==> config.mk <==
export PLATFORM = sky130hd
export DESIGN_NAME = rced_regs
export DESIGN_NICKNAME = d
export VERILOG_FILES = /design/src/hw/rced_pkg.sv /design/src/hw/rced_field_if.sv /design/src/hw/rced_ctl_decode.sv /design/src/hw/rced_regs.sv
export SDC_FILE = /design/constraint.sdc
export NUM_CORES = 1
export LEC_CHECK = 0
export BUFFER_PORTS_ARGS = -buffer_cell sky130_fd_sc_hd__buf_2
export CORE_MARGIN = 4
export CORE_UTILIZATION = 35
export DETAILED_ROUTE_END_ITERATION = 16
export SKIP_LAST_GASP = 1
export SLEW_MARGIN = 20
export SYNTH_ARGS = -nofsm -noshare
export SYNTH_HDL_FRONTEND = slang
export SYNTH_SLANG_ARGS = --single-unit
==> constraint.sdc <==
create_clock -name ref_clk -period 2.66 [get_ports ref_clk]
set_clock_uncertainty 0.2 [all_clocks]
set_input_delay 0.798 -clock ref_clk [delete_from_list [all_inputs] [get_ports ref_clk]]
set_output_delay 0.798 -clock ref_clk [all_outputs]
set_load 0.01 [all_outputs]
==> src/hw/rced_pkg.sv <==
// Purpose: constants and types of the channel equalizer/driver register bank
// Assumes: 8-bit register addresses and data
// Notes: one localparam per offset, field position and reset value
package rced_pkg;

    // Register offsets
    localparam logic [7:0] ADDR_EQ_DRV = 8'h15;
    localparam logic [7:0] ADDR_RSV_A = 8'h16;
    localparam logic [7:0] ADDR_RSV_B = 8'h17;
    localparam logic [7:0] ADDR_DIV_EDGE = 8'h18;
    localparam logic [7:0] ADDR_RSV_C = 8'h19;
    localparam logic [7:0] ADDR_RSV_D = 8'h1A;
    localparam logic [7:0] ADDR_RSV_E = 8'h1B;
    localparam logic [7:0] ADDR_RSV_F = 8'h1C;
    localparam logic [7:0] ADDR_RSV_G = 8'h1D;
    localparam logic [7:0] ADDR_SRC_SEL = 8'h1E;
    localparam logic [7:0] ADDR_DRV_POL = 8'h1F;
    localparam int NUM_REGS = 11;

    // Reset values
    localparam logic [7:0] RST_EQ_DRV = 8'h10;
    localparam logic [7:0] RST_RSV_A = 8'h7A;
    localparam logic [7:0] RST_RSV_B = 8'h25;
    localparam logic [7:0] RST_DIV_EDGE = 8'h40;
    localparam logic [7:0] RST_RSV_C = 8'h23;
    localparam logic [7:0] RST_RSV_D = 8'h00;
    localparam logic [7:0] RST_RSV_E = 8'h03;
    localparam logic [7:0] RST_RSV_F = 8'h24;
    localparam logic [7:0] RST_RSV_G = 8'h00;
    localparam logic [7:0] RST_SRC_SEL = 8'hE1;
    localparam logic [7:0] RST_DRV_POL = 8'h55;
    localparam logic [7:0] RST_VALS [NUM_REGS] = '{RST_EQ_DRV, RST_RSV_A,
        RST_RSV_B, RST_DIV_EDGE, RST_RSV_C, RST_RSV_D, RST_RSV_E,
        RST_RSV_F, RST_RSV_G, RST_SRC_SEL, RST_DRV_POL};

    // Array index of each steering register
    localparam logic [3:0] IDX_EQ_DRV = 4'(ADDR_EQ_DRV - ADDR_EQ_DRV);
    localparam logic [3:0] IDX_DIV_EDGE = 4'(ADDR_DIV_EDGE - ADDR_EQ_DRV);
    localparam logic [3:0] IDX_SRC_SEL = 4'(ADDR_SRC_SEL - ADDR_EQ_DRV);
    localparam logic [3:0] IDX_DRV_POL = 4'(ADDR_DRV_POL - ADDR_EQ_DRV);

    // Field positions
    localparam int EQ_MANUAL_BIT = 7;
    localparam int COMPRESS_BIT = 6;
    localparam int PWDN_BIT = 3;
    localparam int DEEMPH_LSB = 0;
    localparam int DIV_LSB = 4;
    localparam int SLOW_EDGE_BIT = 2;
    localparam int SRC_LSB = 5;
    localparam int PRBS_SER_BIT = 4;
    localparam int EQ_DIS_BIT = 3;
    localparam int INV_BIT = 7;

    // De-emphasis span in dB, normal and compressed
    localparam int DEEMPH_MAX_DB = 12;
    localparam int DEEMPH_COMP_MAX_DB = 6;

    localparam logic [2:0] DIV_POWERUP = 3'h4;

    typedef enum logic [2:0] {
        SRC_RAW = 3'h0,
        SRC_RETIMED = 3'h1,
        SRC_PRBS = 3'h4,
        SRC_MUTE = 3'h7
    } rced_src_t;

    typedef enum logic [2:0] {
        PRBS_IDLE = 3'b001,
        PRBS_ARMED = 3'b010,
        PRBS_RUN = 3'b100
    } rced_prbs_t;

endpackage

==> src/hw/rced_field_if.sv <==
// Purpose: carries register contents from the bank to the control decoder
// Assumes: single clock domain
// Notes: bank drives every signal, decoder only reads
`timescale 1ns/1ps
interface rced_field_if;
    logic [7:0] eq_drv;
    logic [7:0] div_edge;
    logic [7:0] src_sel;
    logic [7:0] drv_pol;
    logic div_ratio_en;
    logic prbs_shift_en;
    logic [3:0] prbs_cfg;

    modport bank (
        output eq_drv, div_edge, src_sel, drv_pol,
        output div_ratio_en, prbs_shift_en, prbs_cfg
    );
    modport decode (
        input eq_drv, div_edge, src_sel, drv_pol,
        input div_ratio_en, prbs_shift_en, prbs_cfg
    );
endinterface

==> src/hw/rced_ctl_decode.sv <==
// Purpose: turns register fields into registered channel controls
// Assumes: fields arrive through rced_field_if, clock enable freezes state
// Notes: undefined source codes are treated as mute
`timescale 1ns/1ps
module rced_ctl_decode
(
    // Clock and reset
    input wire logic ref_clk,
    input wire logic arst_n,
    input wire logic clk_en,
    // Register fields
    rced_field_if.decode f,
    // Channel controls
    output logic feedback_equalizer_on,
    output logic feedback_equalizer_manual,
    output logic [2:0] deemph_level,
    output logic deemph_compress,
    output logic driver_power_down,
    output logic [2:0] recovery_oscillator_div,
    output logic slow_edge_rate,
    output rced_pkg::rced_src_t phase_detector_input_sel,
    output logic prbs_serializer_en,
    output logic [3:0] prbs_pattern,
    output logic prbs_running,
    output logic driver_invert
);
    import rced_pkg::*;

    rced_prbs_t prbs_state;
    rced_prbs_t next_prbs_state;
    logic prbs_armed;

    function automatic rced_src_t decode_src(input logic [2:0] code);
        rced_src_t s;
        s = SRC_MUTE;
        case (code)
            3'h0: s = SRC_RAW;
            3'h1: s = SRC_RETIMED;
            3'h4: s = SRC_PRBS;
            default: s = SRC_MUTE;
        endcase
        return s;
    endfunction

    // Equalizer mode
    always_ff @(posedge ref_clk or negedge arst_n)
    begin
        if (!arst_n)
        begin
            feedback_equalizer_on <= !RST_SRC_SEL[EQ_DIS_BIT];
            feedback_equalizer_manual <= RST_EQ_DRV[EQ_MANUAL_BIT];
        end
        else if (clk_en)
        begin
            feedback_equalizer_on <= !f.src_sel[EQ_DIS_BIT];
            feedback_equalizer_manual <= f.eq_drv[EQ_MANUAL_BIT];
        end
    end

    // Transmit driver
    always_ff @(posedge ref_clk or negedge arst_n)
    begin
        if (!arst_n)
        begin
            deemph_level <= RST_EQ_DRV[DEEMPH_LSB +: 3];
            deemph_compress <= RST_EQ_DRV[COMPRESS_BIT];
            driver_power_down <= RST_EQ_DRV[PWDN_BIT];
            slow_edge_rate <= RST_DIV_EDGE[SLOW_EDGE_BIT];
            driver_invert <= RST_DRV_POL[INV_BIT];
        end
        else if (clk_en)
        begin
            deemph_level <= f.eq_drv[DEEMPH_LSB +: 3];
            deemph_compress <= f.eq_drv[COMPRESS_BIT];
            driver_power_down <= f.eq_drv[PWDN_BIT];
            slow_edge_rate <= f.div_edge[SLOW_EDGE_BIT];
            driver_invert <= f.drv_pol[INV_BIT];
        end
    end

    // Oscillator divider, power-up ratio whenever the field is not enabled
    always_ff @(posedge ref_clk or negedge arst_n)
    begin
        if (!arst_n)
            recovery_oscillator_div <= DIV_POWERUP;
        else if (clk_en)
            recovery_oscillator_div <= f.div_ratio_en ?
                f.div_edge[DIV_LSB +: 3] : DIV_POWERUP;
    end

    // Phase detector source and pattern setup
    always_ff @(posedge ref_clk or negedge arst_n)
    begin
        if (!arst_n)
        begin
            phase_detector_input_sel <= SRC_MUTE;
            prbs_serializer_en <= RST_SRC_SEL[PRBS_SER_BIT];
            prbs_pattern <= 4'h0;
        end
        else if (clk_en)
        begin
            phase_detector_input_sel <= decode_src(f.src_sel[SRC_LSB +: 3]);
            prbs_serializer_en <= f.src_sel[PRBS_SER_BIT];
            prbs_pattern <= f.prbs_cfg;
        end
    end

    // Pattern runs only when shift is raised after setup is complete
    assign prbs_armed = f.src_sel[PRBS_SER_BIT] &&
        (f.src_sel[SRC_LSB +: 3] == SRC_PRBS);

    always_comb
    begin
        next_prbs_state = prbs_state;
        case (prbs_state)
            PRBS_IDLE:
                if (prbs_armed && !f.prbs_shift_en)
                    next_prbs_state = PRBS_ARMED;
            PRBS_ARMED:
                if (!prbs_armed)
                    next_prbs_state = PRBS_IDLE;
                else if (f.prbs_shift_en)
                    next_prbs_state = PRBS_RUN;
            PRBS_RUN:
                if (!prbs_armed || !f.prbs_shift_en)
                    next_prbs_state = PRBS_IDLE;
            default:
                next_prbs_state = PRBS_IDLE;
        endcase
    end

    always_ff @(posedge ref_clk or negedge arst_n)
    begin
        if (!arst_n)
            prbs_state <= PRBS_IDLE;
        else if (clk_en)
            prbs_state <= next_prbs_state;
    end

    assign prbs_running = (prbs_state == PRBS_RUN);

    property p_prbs_needs_setup;
        @(posedge ref_clk) disable iff (!arst_n)
        prbs_running |-> prbs_serializer_en &&
            phase_detector_input_sel == SRC_PRBS;
    endproperty
    a_prbs_needs_setup: assert property (p_prbs_needs_setup)
        else $error("pattern runs without serializer or source");

    property p_shift_first_blocks;
        @(posedge ref_clk) disable iff (!arst_n)
        (clk_en && prbs_state == PRBS_IDLE && f.prbs_shift_en)
            |=> prbs_state == PRBS_IDLE;
    endproperty
    a_shift_first_blocks: assert property (p_shift_first_blocks)
        else $error("pattern started with shift raised before setup");

endmodule

==> src/hw/rced_regs.sv <==
// Purpose: channel equalizer and driver control register bank
// Assumes: register port synchronous to ref_clk, one access per cycle
// Notes: reserved bits store and return whatever software writes
// Summary of operation
// - Bit 7 of the equalizer/driver register puts the equalizer on software taps.
// - Bit 6 of that register compresses de-emphasis to a 0 to 6 dB span.
// - Bits 2:0 of that register set de-emphasis 0 to 12 dB, reset 000.
// - Bits 6:4 of the divider register set the ratio only when enabled.
// - Bit 2 of the divider register selects the slow driver edge rate.
// - Bits 7:5 of the source register pick raw, retimed, PRBS or mute, reset mute.
// - Bit 4 of the source register enables the PRBS serializer.
// - Bit 3 of the source register set to 1 disables the equalizer.
// - Bit 7 of the polarity register inverts the driver output, reset off.
`timescale 1ns/1ps
module rced_regs
(
    // Clock and reset
    input wire logic ref_clk,
    input wire logic arst_n,
    input wire logic clk_en,
    // Register access
    input wire logic [7:0] reg_addr,
    input wire logic [7:0] reg_wdata,
    input wire logic reg_wr,
    input wire logic reg_rd,
    output logic [7:0] reg_rdata,
    output logic reg_ack,
    output logic reg_hit,
    // Bits held in neighbouring channel registers
    input wire logic div_ratio_en,
    input wire logic prbs_shift_en,
    input wire logic [3:0] prbs_pattern_cfg,
    // Channel controls
    output logic feedback_equalizer_on,
    output logic feedback_equalizer_manual,
    output logic [2:0] deemph_level,
    output logic deemph_compress,
    output logic driver_power_down,
    output logic [2:0] recovery_oscillator_div,
    output logic slow_edge_rate,
    output rced_pkg::rced_src_t phase_detector_input_sel,
    output logic prbs_serializer_en,
    output logic [3:0] prbs_pattern,
    output logic prbs_running,
    output logic driver_invert
);
    import rced_pkg::*;

    logic [7:0] regs [NUM_REGS];
    logic [3:0] idx;
    logic hit;

    rced_field_if fields ();

    function automatic logic in_bank(input logic [7:0] a);
        return (a >= ADDR_EQ_DRV) && (a <= ADDR_DRV_POL);
    endfunction

    assign idx = 4'(reg_addr - ADDR_EQ_DRV);
    assign hit = in_bank(reg_addr);

    // Register storage, every bit writable
    always_ff @(posedge ref_clk or negedge arst_n)
    begin
        if (!arst_n)
        begin
            for (int i = 0; i < NUM_REGS; i++)
                regs[i] <= RST_VALS[i];
        end
        else if (clk_en && reg_wr && hit)
        begin
            regs[idx] <= reg_wdata;
        end
    end

    // Read data, zero for unmapped addresses
    always_ff @(posedge ref_clk or negedge arst_n)
    begin
        if (!arst_n)
            reg_rdata <= 8'h00;
        else if (clk_en && reg_rd)
            reg_rdata <= hit ? regs[idx] : 8'h00;
    end

    // Access acknowledge and decode result
    always_ff @(posedge ref_clk or negedge arst_n)
    begin
        if (!arst_n)
        begin
            reg_ack <= 1'b0;
            reg_hit <= 1'b0;
        end
        else if (clk_en)
        begin
            reg_ack <= reg_wr || reg_rd;
            reg_hit <= (reg_wr || reg_rd) && hit;
        end
    end

    assign fields.eq_drv = regs[IDX_EQ_DRV];
    assign fields.div_edge = regs[IDX_DIV_EDGE];
    assign fields.src_sel = regs[IDX_SRC_SEL];
    assign fields.drv_pol = regs[IDX_DRV_POL];
    assign fields.div_ratio_en = div_ratio_en;
    assign fields.prbs_shift_en = prbs_shift_en;
    assign fields.prbs_cfg = prbs_pattern_cfg;

    rced_ctl_decode u_decode (
        .ref_clk(ref_clk),
        .arst_n(arst_n),
        .clk_en(clk_en),
        .f(fields),
        .feedback_equalizer_on(feedback_equalizer_on),
        .feedback_equalizer_manual(feedback_equalizer_manual),
        .deemph_level(deemph_level),
        .deemph_compress(deemph_compress),
        .driver_power_down(driver_power_down),
        .recovery_oscillator_div(recovery_oscillator_div),
        .slow_edge_rate(slow_edge_rate),
        .phase_detector_input_sel(phase_detector_input_sel),
        .prbs_serializer_en(prbs_serializer_en),
        .prbs_pattern(prbs_pattern),
        .prbs_running(prbs_running),
        .driver_invert(driver_invert)
    );

    // Write to a register reaches the control two enabled edges later
    property p_manual_follows;
        @(posedge ref_clk) disable iff (!arst_n)
        (clk_en && reg_wr && reg_addr == ADDR_EQ_DRV) ##1 clk_en
            |=> feedback_equalizer_manual == $past(reg_wdata[7], 2);
    endproperty
    a_manual_follows: assert property (p_manual_follows)
        else $error("manual tap control did not follow write");

    property p_compress_follows;
        @(posedge ref_clk) disable iff (!arst_n)
        (clk_en && reg_wr && reg_addr == ADDR_EQ_DRV) ##1 clk_en
            |=> deemph_compress == $past(reg_wdata[6], 2);
    endproperty
    a_compress_follows: assert property (p_compress_follows)
        else $error("de-emphasis compress did not follow write");

    property p_deemph_follows;
        @(posedge ref_clk) disable iff (!arst_n)
        (clk_en && reg_wr && reg_addr == ADDR_EQ_DRV) ##1 clk_en
            |=> deemph_level == $past(reg_wdata[2:0], 2);
    endproperty
    a_deemph_follows: assert property (p_deemph_follows)
        else $error("de-emphasis level did not follow write");

    property p_div_gated;
        @(posedge ref_clk) disable iff (!arst_n)
        (clk_en && !div_ratio_en) |=> recovery_oscillator_div == DIV_POWERUP;
    endproperty
    a_div_gated: assert property (p_div_gated)
        else $error("divider ratio applied without enable");

    property p_div_follows;
        @(posedge ref_clk) disable iff (!arst_n)
        (clk_en && reg_wr && reg_addr == ADDR_DIV_EDGE) ##1
            (clk_en && div_ratio_en)
            |=> recovery_oscillator_div == $past(reg_wdata[6:4], 2);
    endproperty
    a_div_follows: assert property (p_div_follows)
        else $error("divider ratio did not follow write");

    property p_edge_follows;
        @(posedge ref_clk) disable iff (!arst_n)
        (clk_en && reg_wr && reg_addr == ADDR_DIV_EDGE) ##1 clk_en
            |=> slow_edge_rate == $past(reg_wdata[2], 2);
    endproperty
    a_edge_follows: assert property (p_edge_follows)
        else $error("edge rate did not follow write");

    property p_src_prbs;
        @(posedge ref_clk) disable iff (!arst_n)
        (clk_en && reg_wr && reg_addr == ADDR_SRC_SEL &&
            reg_wdata[7:5] == 3'h4) ##1 clk_en
            |=> phase_detector_input_sel == SRC_PRBS;
    endproperty
    a_src_prbs: assert property (p_src_prbs)
        else $error("source select did not become PRBS");

    property p_eq_disable;
        @(posedge ref_clk) disable iff (!arst_n)
        (clk_en && reg_wr && reg_addr == ADDR_SRC_SEL) ##1 clk_en
            |=> feedback_equalizer_on == !$past(reg_wdata[3], 2);
    endproperty
    a_eq_disable: assert property (p_eq_disable)
        else $error("equalizer disable did not follow write");

    property p_invert_follows;
        @(posedge ref_clk) disable iff (!arst_n)
        (clk_en && reg_wr && reg_addr == ADDR_DRV_POL) ##1 clk_en
            |=> driver_invert == $past(reg_wdata[7], 2);
    endproperty
    a_invert_follows: assert property (p_invert_follows)
        else $error("driver invert did not follow write");

    property p_readback;
        @(posedge ref_clk) disable iff (!arst_n)
        (clk_en && reg_wr && !reg_rd && in_bank(reg_addr)) ##1
            (clk_en && reg_rd && !reg_wr &&
            reg_addr == $past(reg_addr))
            |=> reg_rdata == $past(reg_wdata, 2);
    endproperty
    a_readback: assert property (p_readback)
        else $error("register did not read back written value");

    property p_unmapped;
        @(posedge ref_clk) disable iff (!arst_n)
        (clk_en && reg_rd && !in_bank(reg_addr))
            |=> reg_rdata == 8'h00 && reg_ack && !reg_hit;
    endproperty
    a_unmapped: assert property (p_unmapped)
        else $error("unmapped read returned data or hit");

endmodule

; ---- Yosys cells after proc, flatten, opt, wreduce, memory -nomap -nowiden
; Cells that the tools add are included.
[classes]
addsub = 1
n_lt_le_gt_ge = 4
n_eq_ne = 8
mux = 14
n_bitwise = 1
n_reduce_logical = 15
[op_table]
columns = op, n
row1 = 88-bit bitwise mux, 1
row2 = 8-bit binary-select mux with 4-bit select, 1
row3 = 8-bit demux with 4-bit select, 1
row4 = 8-bit 2-to-1 mux, 4
row5 = 3-bit one-hot mux with 3 select lines, 2
row6 = 3-bit 2-to-1 mux, 5
row7 = "8-bit by 5-bit >= comparator with 1-bit output, second input constant", 1
row8 = "8-bit by 5-bit <= comparator with 1-bit output, second input constant", 1
row9 = 1-bit logical AND, 8
row10 = "3-bit by 1-bit == test with 1-bit output, second input constant", 2
row11 = "3-bit == test, second input constant", 2
row12 = "5-bit >= comparator, second input constant", 1
row13 = "5-bit by 1-bit < comparator with 1-bit output, second input constant", 1
row14 = 4-bit inverter with 5-bit output, 1
row15 = "2-bit by 1-bit != test with 1-bit output, second input constant", 2
row16 = 4-bit AND reduction, 1
row17 = "4-bit by 3-bit subtractor with 4-bit output, second input constant", 1
row18 = "3-bit by 2-bit == test with 1-bit output, second input constant", 1
row19 = 1-bit zero test, 3
row20 = 3-bit zero test, 1
row21 = "3-bit != test, second input constant", 1
row22 = 1-bit logical OR, 2
[totals]
register_bits = 121
in_bits = 27
out_inout_bits = 31
word_cells = 69

; ---- Longest topological paths before layout
; Gate-level depths: netlist of the first run.
[depth]
word_depth = 7
depth_mapped = 9
depth_no_buf = 6

; ---- By module
; Synthesis of the first run repeated with hierarchy kept, for this count alone.
[hier_totals]
hier_cells = 389
area_unflattened_um2 = 5710.5
[by_module_without_submodules]
columns = mod, n_inst, cells_each, area_each_um2, seq_area_each_um2
row1 = rced_regs, 1, 313, 4748.3, 2483.6
row2 = rced_ctl_decode, 1, 76, 962.2, 583.1

; ---- Worst setup path after synthesis of the first run
; OpenSTA, ideal clock, no wires.
[synth_timing]
kind = input port to flip-flop
start = in reg_addr[0]
end = reg regs, in the netlist fields.eq_drv[0]
setup_ns = 0.125
arrival_ns = 2.922
t_required_ns = 2.335
slack_ns = -0.587
stages = 9
n_path_buf = 3
cell_sequence = clkbuf_1 clkinv_1 ha_1 buf_2 nand2b_4 or3_1 buf_2 a21oi_4 mux2_2
[synth_between]
elab_chain_len = 7
word_cells_on_any_way = 12
cone_classes = 1 x add/sub / 4 x order compare / 3 x mux / 1 x bitwise / 3 x reduce/logical
[synth_rtl]
columns = item, line_no
row1 = start: declaration, rced_regs.sv:22  ; input wire logic [7:0] reg_addr,
row2 = 4-bit by 3-bit subtractor with 4-bit output, rced_regs.sv:59  ; assign idx = 4'(reg_addr - ADDR_EQ_DRV);
row3 = 4-bit inverter with 5-bit output (not written as such), rced_regs.sv:72  ; regs[idx] <= reg_wdata;
row4 = 5-bit >= comparator (not written as such) / 5-bit by 1-bit < comparator with 1-bit output (equally long branches), rced_regs.sv:72
row5 = 1-bit logical AND (not written as such), rced_regs.sv:72
row6 = 8-bit 2-to-1 mux (not written as such), rced_regs.sv:72
row7 = 8-bit demux with 4-bit select, rced_regs.sv:72
row8 = 88-bit bitwise mux, rced_regs.sv:72
row9 = end signal: indexed assignment, rced_regs.sv:68  ; regs[i] <= RST_VALS[i];
row10 = end signal: indexed assignment, rced_regs.sv:72
row11 = end: declaration, rced_regs.sv:49  ; logic [7:0] regs [NUM_REGS];
; Several ways; a longest one is shown, not always the timed one.
; A chain may end at the register's enable or synchronous reset.

; ---- Final worst setup path of the first run
[layout_timing]
start = in reg_addr[5]
end = reg regs[38] (netlist bit)
[layout_between]
elab_chain_len = 3
word_cells_on_any_way = 4
cone_classes = 2 x order compare / 2 x reduce/logical
[layout_rtl]
columns = item, line_no
row1 = 8-bit by 5-bit >= comparator with 1-bit output / 8-bit by 5-bit <= comparator with 1-bit output (equally long branches), rced_regs.sv:56  ; return (a >= ADDR_EQ_DRV) && (a <= ADDR_DRV_POL);
row2 = 1-bit logical AND *, rced_regs.sv:56
row3 = 1-bit logical AND *, rced_regs.sv:70  ; else if (clk_en && reg_wr && hit)
; Every way passes the cells marked *; elsewhere a longest branch is shown, timed or not.

==> impl_metrics.tcl, run 1 <==
set metrics [dict create \
    crit_path_start_kind "input port" \
    clock_path_buffers 2 \
    fin_area_mm2 0.00734 \
    final-setup-viol-count 0 \
    vias 3858 \
    crit_type "input port to flip-flop" \
    power_density_mw_per_mm2 600 \
    fin_util 0.444 \
    setup_ws_ps 140 \
    muxShareOfSynthArea 0.267 \
    p_leak_nw 3.42 \
    ys_top_cells_by_area "dfrtp_1 (38%), mux2_2 (22%), dfstp_2 (14%)" \
    diodes 0 \
    postCtsSetupRepairBufs 0 \
    maxCapViolCount 0 \
    hold_class "input port to async pin" \
    r2r_setup_slack_ps 1210 \
    drcViolationCount 0 \
    post_cts_resized 0 \
    area_growth_pct 25.1 \
    drt_pass1_iterations 5 \
    ys_types 50 \
    max_slew_margin 0.669 \
    syn_area_mm2 0.00586 \
    yosys_register_bits 121 \
    tightest_slew_ps 497 \
    synthTopCellsByCount "mux2_2 (113), dfrtp_1 (90), dfstp_2 (31), mux2i_1 (25), clkbuf_1 (14)" \
    port_buffers 57 \
    critPathLaunch "reg_addr[5]" \
    fin_crit_sh 0.947 \
    io_pins 58 \
    cts_tree "yes" \
    slew_viol_final 0 \
    wire_per_inst_um 18.4 \
    finalCriticalPeriod_ps 2520 \
    rsz0062_at_grt "no" \
    grt_pass1_wl_um 22400 \
    grt_max_degree 49 \
    grt.overflow.total 0 \
    required_ps 2740 \
    place_congestion 0.785 \
    synth-async-reset-ratio 1.00 \
    synthSimpleGateAreaFrac 0.0676 \
    synth-edff-count 0 \
    status "completed" \
    r2r_start "u_decode.prbs_state[0]" \
    antenna_found_initial 0 \
    post-place-ws_ps -259 \
    grt_usage 0.155 \
    synth_xor_area_frac 0.00277 \
    synthCells 436 \
    die_h_um 137 \
    clk_latency_ps 400 \
    numCtsBuffers 17 \
    yosysMostFrequentCell "mux2_2" \
    clkTransAtPathRegs_ps 50 \
    yosys.area.top_type "dfrtp_1" \
    cp_max_fo 8 \
    placed_area_mm2 0.00681 \
    setup_tns_ps 0 \
    dieArea_mm2 0.0189 \
    synth_compound_gate_area_share 0.0990 \
    layout-drive-gt1-share 0.537 \
    endpoint_kind "flip-flop" \
    wl_um 13800 \
    netlist.area_leader.share 0.384 \
    n_fill_cell 1537 \
    cts_hold_buf 0 \
    yosys.area_share.adder 0.0128 \
    synth_top_family_by_area "multiplexers" \
    num_rows 47 \
    layout.nets 551 \
    ir_worst_vdd_mv 0.403 \
    drt-vias-per-instance 5.14 \
    core-area_mm2 0.0165 \
    die_w_um 137 \
    clock-sinks 121 \
    h-tree-depth 4 \
    synth_ff_type "dfrtp_1" \
    first_global_vias 4079 \
    initial_utilization 0.355 \
    worstPathArrival_ps 2600 \
    root_buffer "clkbuf_16" \
    fmax_mhz 397 \
    syn-num-nets 469 \
    ys_seq_area_frac 0.523 \
    drtAntennaViolNets 0 \
    hold_violations 0 \
    syn_area_per_cell_um2 13.5 \
    r2r_end "u_decode.prbs_state[0]" \
    yosys_warnings 0 \
    hpwl_um 9970 \
    r2r.worst_path.cells 4 \
    drtIter0Drc 195 \
    endpoint "regs[38]" \
]
registers in the layout, summed over array words and instances (netlist names):
signal	flops
u_decode.deemph_compress	1
u_decode.feedback_equalizer_manual	1
u_decode.prbs_pattern	4
fields.eq_drv	8
reg_hit	1
fields.div_edge	8
u_decode.deemph_level	3
fields.drv_pol	8
regs	56
u_decode.feedback_equalizer_on	1
u_decode.prbs_state	3
reg_rdata	8
u_decode.recovery_oscillator_div	3
fields.src_sel	8
u_decode.slow_edge_rate	1
u_decode.phase_detector_input_sel	3
u_decode.prbs_serializer_en	1
u_decode.driver_power_down	1
reg_ack	1
u_decode.driver_invert	1
metal layers:
metal,track usage,wire [um]
met3,0.0438,647
met4,0.0416,101
met1,0.215,6710
met2,0.239,6340
met5,0,0
worst min path at each step:
stage                                    from                        endpoint  cells after the start
5_1_grt                                arst_n        u_decode.deemph_compress                      1
3_5_place_dp   u_decode.feedback_equalizer_on  u_decode.feedback_equalizer_on                      2
4_1_cts                                arst_n        u_decode.deemph_compress                      1
3_3_place_gp   u_decode.feedback_equalizer_on  u_decode.feedback_equalizer_on                      2
2_1_floorplan               fields.src_sel[3]  u_decode.feedback_equalizer_on                      1
6_report                               arst_n        u_decode.deemph_compress                      1
critical path: stages:
cell	delay, ps
buf_2	110
buf_4	130
nor4b_4	470
nand4_2	310
a21oi_4	400
mux2_2	380
cell families after synthesis:
logic type / count (synthesis)
xor gates and xnor gates: 1
and+or+nand+nor: 57
adders and majority gates: 6
AOI/OAI and AO/OA: 72
buffers and inverters: 37
muxes: 142
DFF: 121
final cells by class:
cell class	count	area (um2)	share of cell area
clock inverters	3	17.5	0.00239
well taps	220	275	0.0375
inverters	9	46.3	0.00631
repair buffers	91	693	0.0945
clock buffers	29	510	0.0696
multi-input cells	278	2730	0.372
flip-flops and latches	121	3070	0.418
where the power goes:
part           internal (mW)  switching (mW)  total (mW)
clock                   1.29           0.760        2.05
combinational          0.188           0.234       0.422
sequential              1.91          0.0309        1.94
cell usage in the layout (no fill, tap or decap), drive strengths merged, types with 2 or more instances in the layout:
| master | n |
|---|---|
| dfrtp | 90 |
| dfstp | 31 |
| a31oi | 9 |
| nand2 | 3 |
| ha | 6 |
| nor2b | 6 |
| a21oi | 14 |
| and2 | 11 |
| buf | 91 |
| a22o | 9 |
| clkinv | 3 |
| nor3 | 3 |
| or3 | 3 |
| nand4 | 4 |
| nand3 | 4 |
| o22ai | 8 |
| nor2 | 13 |
| clkbuf | 29 |
| o2bb2ai | 9 |
| nor4b | 3 |
| nand2b | 2 |
| mux2i | 25 |
| o21ai | 8 |
| inv | 8 |
| o31ai | 8 |
| mux2 | 117 |
per-stage QoR:
step / std cells / hold WS, ps / total power [mW]
floorplan: 436 / 211 / 2.20
detailed placement: 719 / 263 / 2.39
CTS: 751 / 114 / 4.47
global route: 751 / 126 / 4.59
finish: 751 / 118 / 4.41
global placement: 719 / 259 / 2.38
Note: power is estimated with default switching activity, not from simulation.
==> inputs of run 2 (changes only) <==
- SYNTH_HIERARCHICAL: unset -> 1
==> run 2 against run 1 <==
Largest power group unchanged. Clock-buffer cell count is 1 higher. Area after synthesis decreased by 2.6%. Routed wire length down 7.7%. Highest routed layer unchanged. Hold slack got worse by 2.1 ps. Largest cell class unchanged. Cell count decreased by 5.9%. Critical path type unchanged. Critical path depth grew 2. Non-clock buffer count rose by 1. Synthesized cell count is 11% lower.
==> impl_metrics.tcl, run 2 <==
set metrics [dict create \
    status "completed" \
    cts_tree "yes" \
    cp_max_fo 8 \
    power_density_mw_per_mm2 593 \
    worstPathArrival_ps 2690 \
    final_common_cell "dfrtp_1" \
    largest_register "regs" \
    crit_type "input port to flip-flop" \
    synthTopCellsByCount "mux2_2 (101), dfrtp_1 (90), dfstp_2 (31), mux2i_1 (17), mux4_2 (16)" \
    drt-vias-per-instance 4.95 \
    first_global_vias 3861 \
    clock_path_buffers 2 \
    clock-sinks 121 \
    endpoint_kind "flip-flop" \
    drt_pass1_iterations 4 \
    area_growth_pct 29.5 \
    antenna_found_initial 0 \
    required_ps 2750 \
    fmax_mhz 384 \
    grt.overflow.total 0 \
    cts_hold_buf 0 \
    wl_um 12700 \
    maxCapViolCount 0 \
    core-area_mm2 0.0159 \
    wire_per_inst_um 18.0 \
    tightest_slew_ps 522 \
    setup_ws_ps 59.2 \
    slowest_delay_ps 380 \
    pwr-share-seq 0.442 \
    ir_worst_vdd_mv 0.371 \
    h-tree-depth 4 \
    synth-async-reset-ratio 1.00 \
    io_pins 58 \
    max_slew_margin 0.652 \
    p_int_mw 3.40 \
    root_buffer "clkbuf_16" \
    die_h_um 136 \
    finalCriticalPeriod_ps 2600 \
    netlist.area_leader.share 0.394 \
    syn-num-nets 422 \
    clk_latency_ps 410 \
    syn_area_per_cell_um2 14.7 \
    hpwl_um 9050 \
    grt_max_degree 43 \
    ys_top_cells_by_area "dfrtp_1 (39%), mux2_2 (20%), dfstp_2 (14%)" \
    hold_class "input port to async pin" \
    synth_ff_type "dfrtp_1" \
    largest_reg_flops 56 \
    final-setup-viol-count 0 \
    fin_crit_sh 0.978 \
    ys_seq_area_frac 0.537 \
    vias 3501 \
    dieArea_mm2 0.0184 \
    drtAntennaViolNets 0 \
    cp_slowest_cell "a2111oi_4" \
    yosysMostFrequentCell "mux2_2" \
    die_w_um 136 \
    post_cts_resized 0 \
    r2r.worst_path.cells 3 \
    yosys.area.top_type "dfrtp_1" \
    post-place-ws_ps -395 \
    clkTransAtPathRegs_ps 60 \
    layout-drive-gt1-share 0.585 \
    power_frac_comb 0.091 \
    numCtsBuffers 17 \
    drcViolationCount 0 \
    initial_utilization 0.358 \
    final_cell_mix "dfrtp_1 (90), buf_2 (55), mux2_2 (51)" \
    netSwitchingFraction 0.225 \
    worstSetupPathDepth 8 \
    p_total_mw 4.39 \
    ys_types 43 \
    hold_violations 0 \
    place_congestion 0.776 \
    pwr-share-clk 0.468 \
    synthCells 389 \
    syn_area_mm2 0.00571 \
    drtIter0Drc 184 \
    crit_path_start_kind "input port" \
    yosys_register_bits 121 \
    diodes 0 \
    crit_family "buffers and inverters" \
    port_buffers 57 \
    postCtsSetupRepairBufs 0 \
    crit_path_cell_trace "buf_2 -> inv_1 -> ha_1 -> nor2b_4 -> or3_4 -> a2111oi_4 -> buf_4 -> mux2_2" \
    yosys_warnings 6 \
    p_leak_nw 3.34 \
    grt_usage 0.150 \
    synth-edff-count 0 \
    slew_viol_final 0 \
    layout.nets 511 \
    grt_pass1_wl_um 21100 \
    num_rows 46 \
    crit_buf_inv 3 \
    rsz0062_at_grt "no" \
    p_sw_mw 0.989 \
]
[run 2: logic make-up (layout without fill, tap and decap cells)]
kind of cell	count (synthesis)	in the layout	synth area share
buf+inv	31	133	0.0243
simple gates	43	43	0.0600
mux	134	134	0.292
compound gates	50	50	0.0673
xor+xnor	4	4	0.00614
flops	121	121	0.537
fa+ha+maj	6	6	0.0131
[run 2: power groups by stage]
stage               registers, mW  logic, mW  clock network [mW]
global placement             1.96      0.393                   0
floorplan                    1.97      0.228                   0
CTS                          1.94      0.403                2.11
global route                 1.94      0.437                2.19
detailed placement           1.97      0.402                   0
finish                       1.94      0.399                2.05
[run 2: worst register-to-register path: stages (launching register included)]
cell     delay [ps]
dfrtp_1         390
mux4_2          520
mux2i_1         160
o21ai_1          80
[run 2: metrics by stage]
step           cells  hold WS, ps  setup TNS (ps)  instance area [um2]   util
2_1_floorplan    389          215          -16060                 6020      -
3_3_place_gp     675          252          -27240                 6840  0.429
3_5_place_dp     675          254          -31840                 6840  0.429
4_1_cts          707          102               0                 7370  0.463
5_1_grt          707          129               0                 7390  0.464
6_report         707          116               0                 7390  0.464
[run 2: final cells by class]
cell class              count  area [um2]
fillers                  1412        8550
flip-flops and latches    121        3070
multi-input cells         237        2770
repair buffers             92         691
clock buffers              30         524
well taps                 216         270
inverters                   9        60.1
clock inverters             2        10.0
[run 2: routing by layer]
layer  track usage  wire [um]
met4        0.0577        219
met3        0.0316        402
met5             0          0
met2         0.232       6000
met1         0.206       6120
[run 2: path summary, 6_finish.rpt]
path | startpoint | to | slack (ps)
setup / recovery | reg_addr[1] | fields.div_edge[4] | 60
hold / removal | arst_n | u_decode/prbs_state[2] | 120
hold reg to reg | u_decode/feedback_equalizer_on | u_decode/feedback_equalizer_on | 260
min in group ref_clk | u_decode/feedback_equalizer_on | u_decode/feedback_equalizer_on | 260
setup reg to reg | regs[50] | reg_rdata[2] | 1200
max in group asynchronous | arst_n | fields.drv_pol[2] | 1460
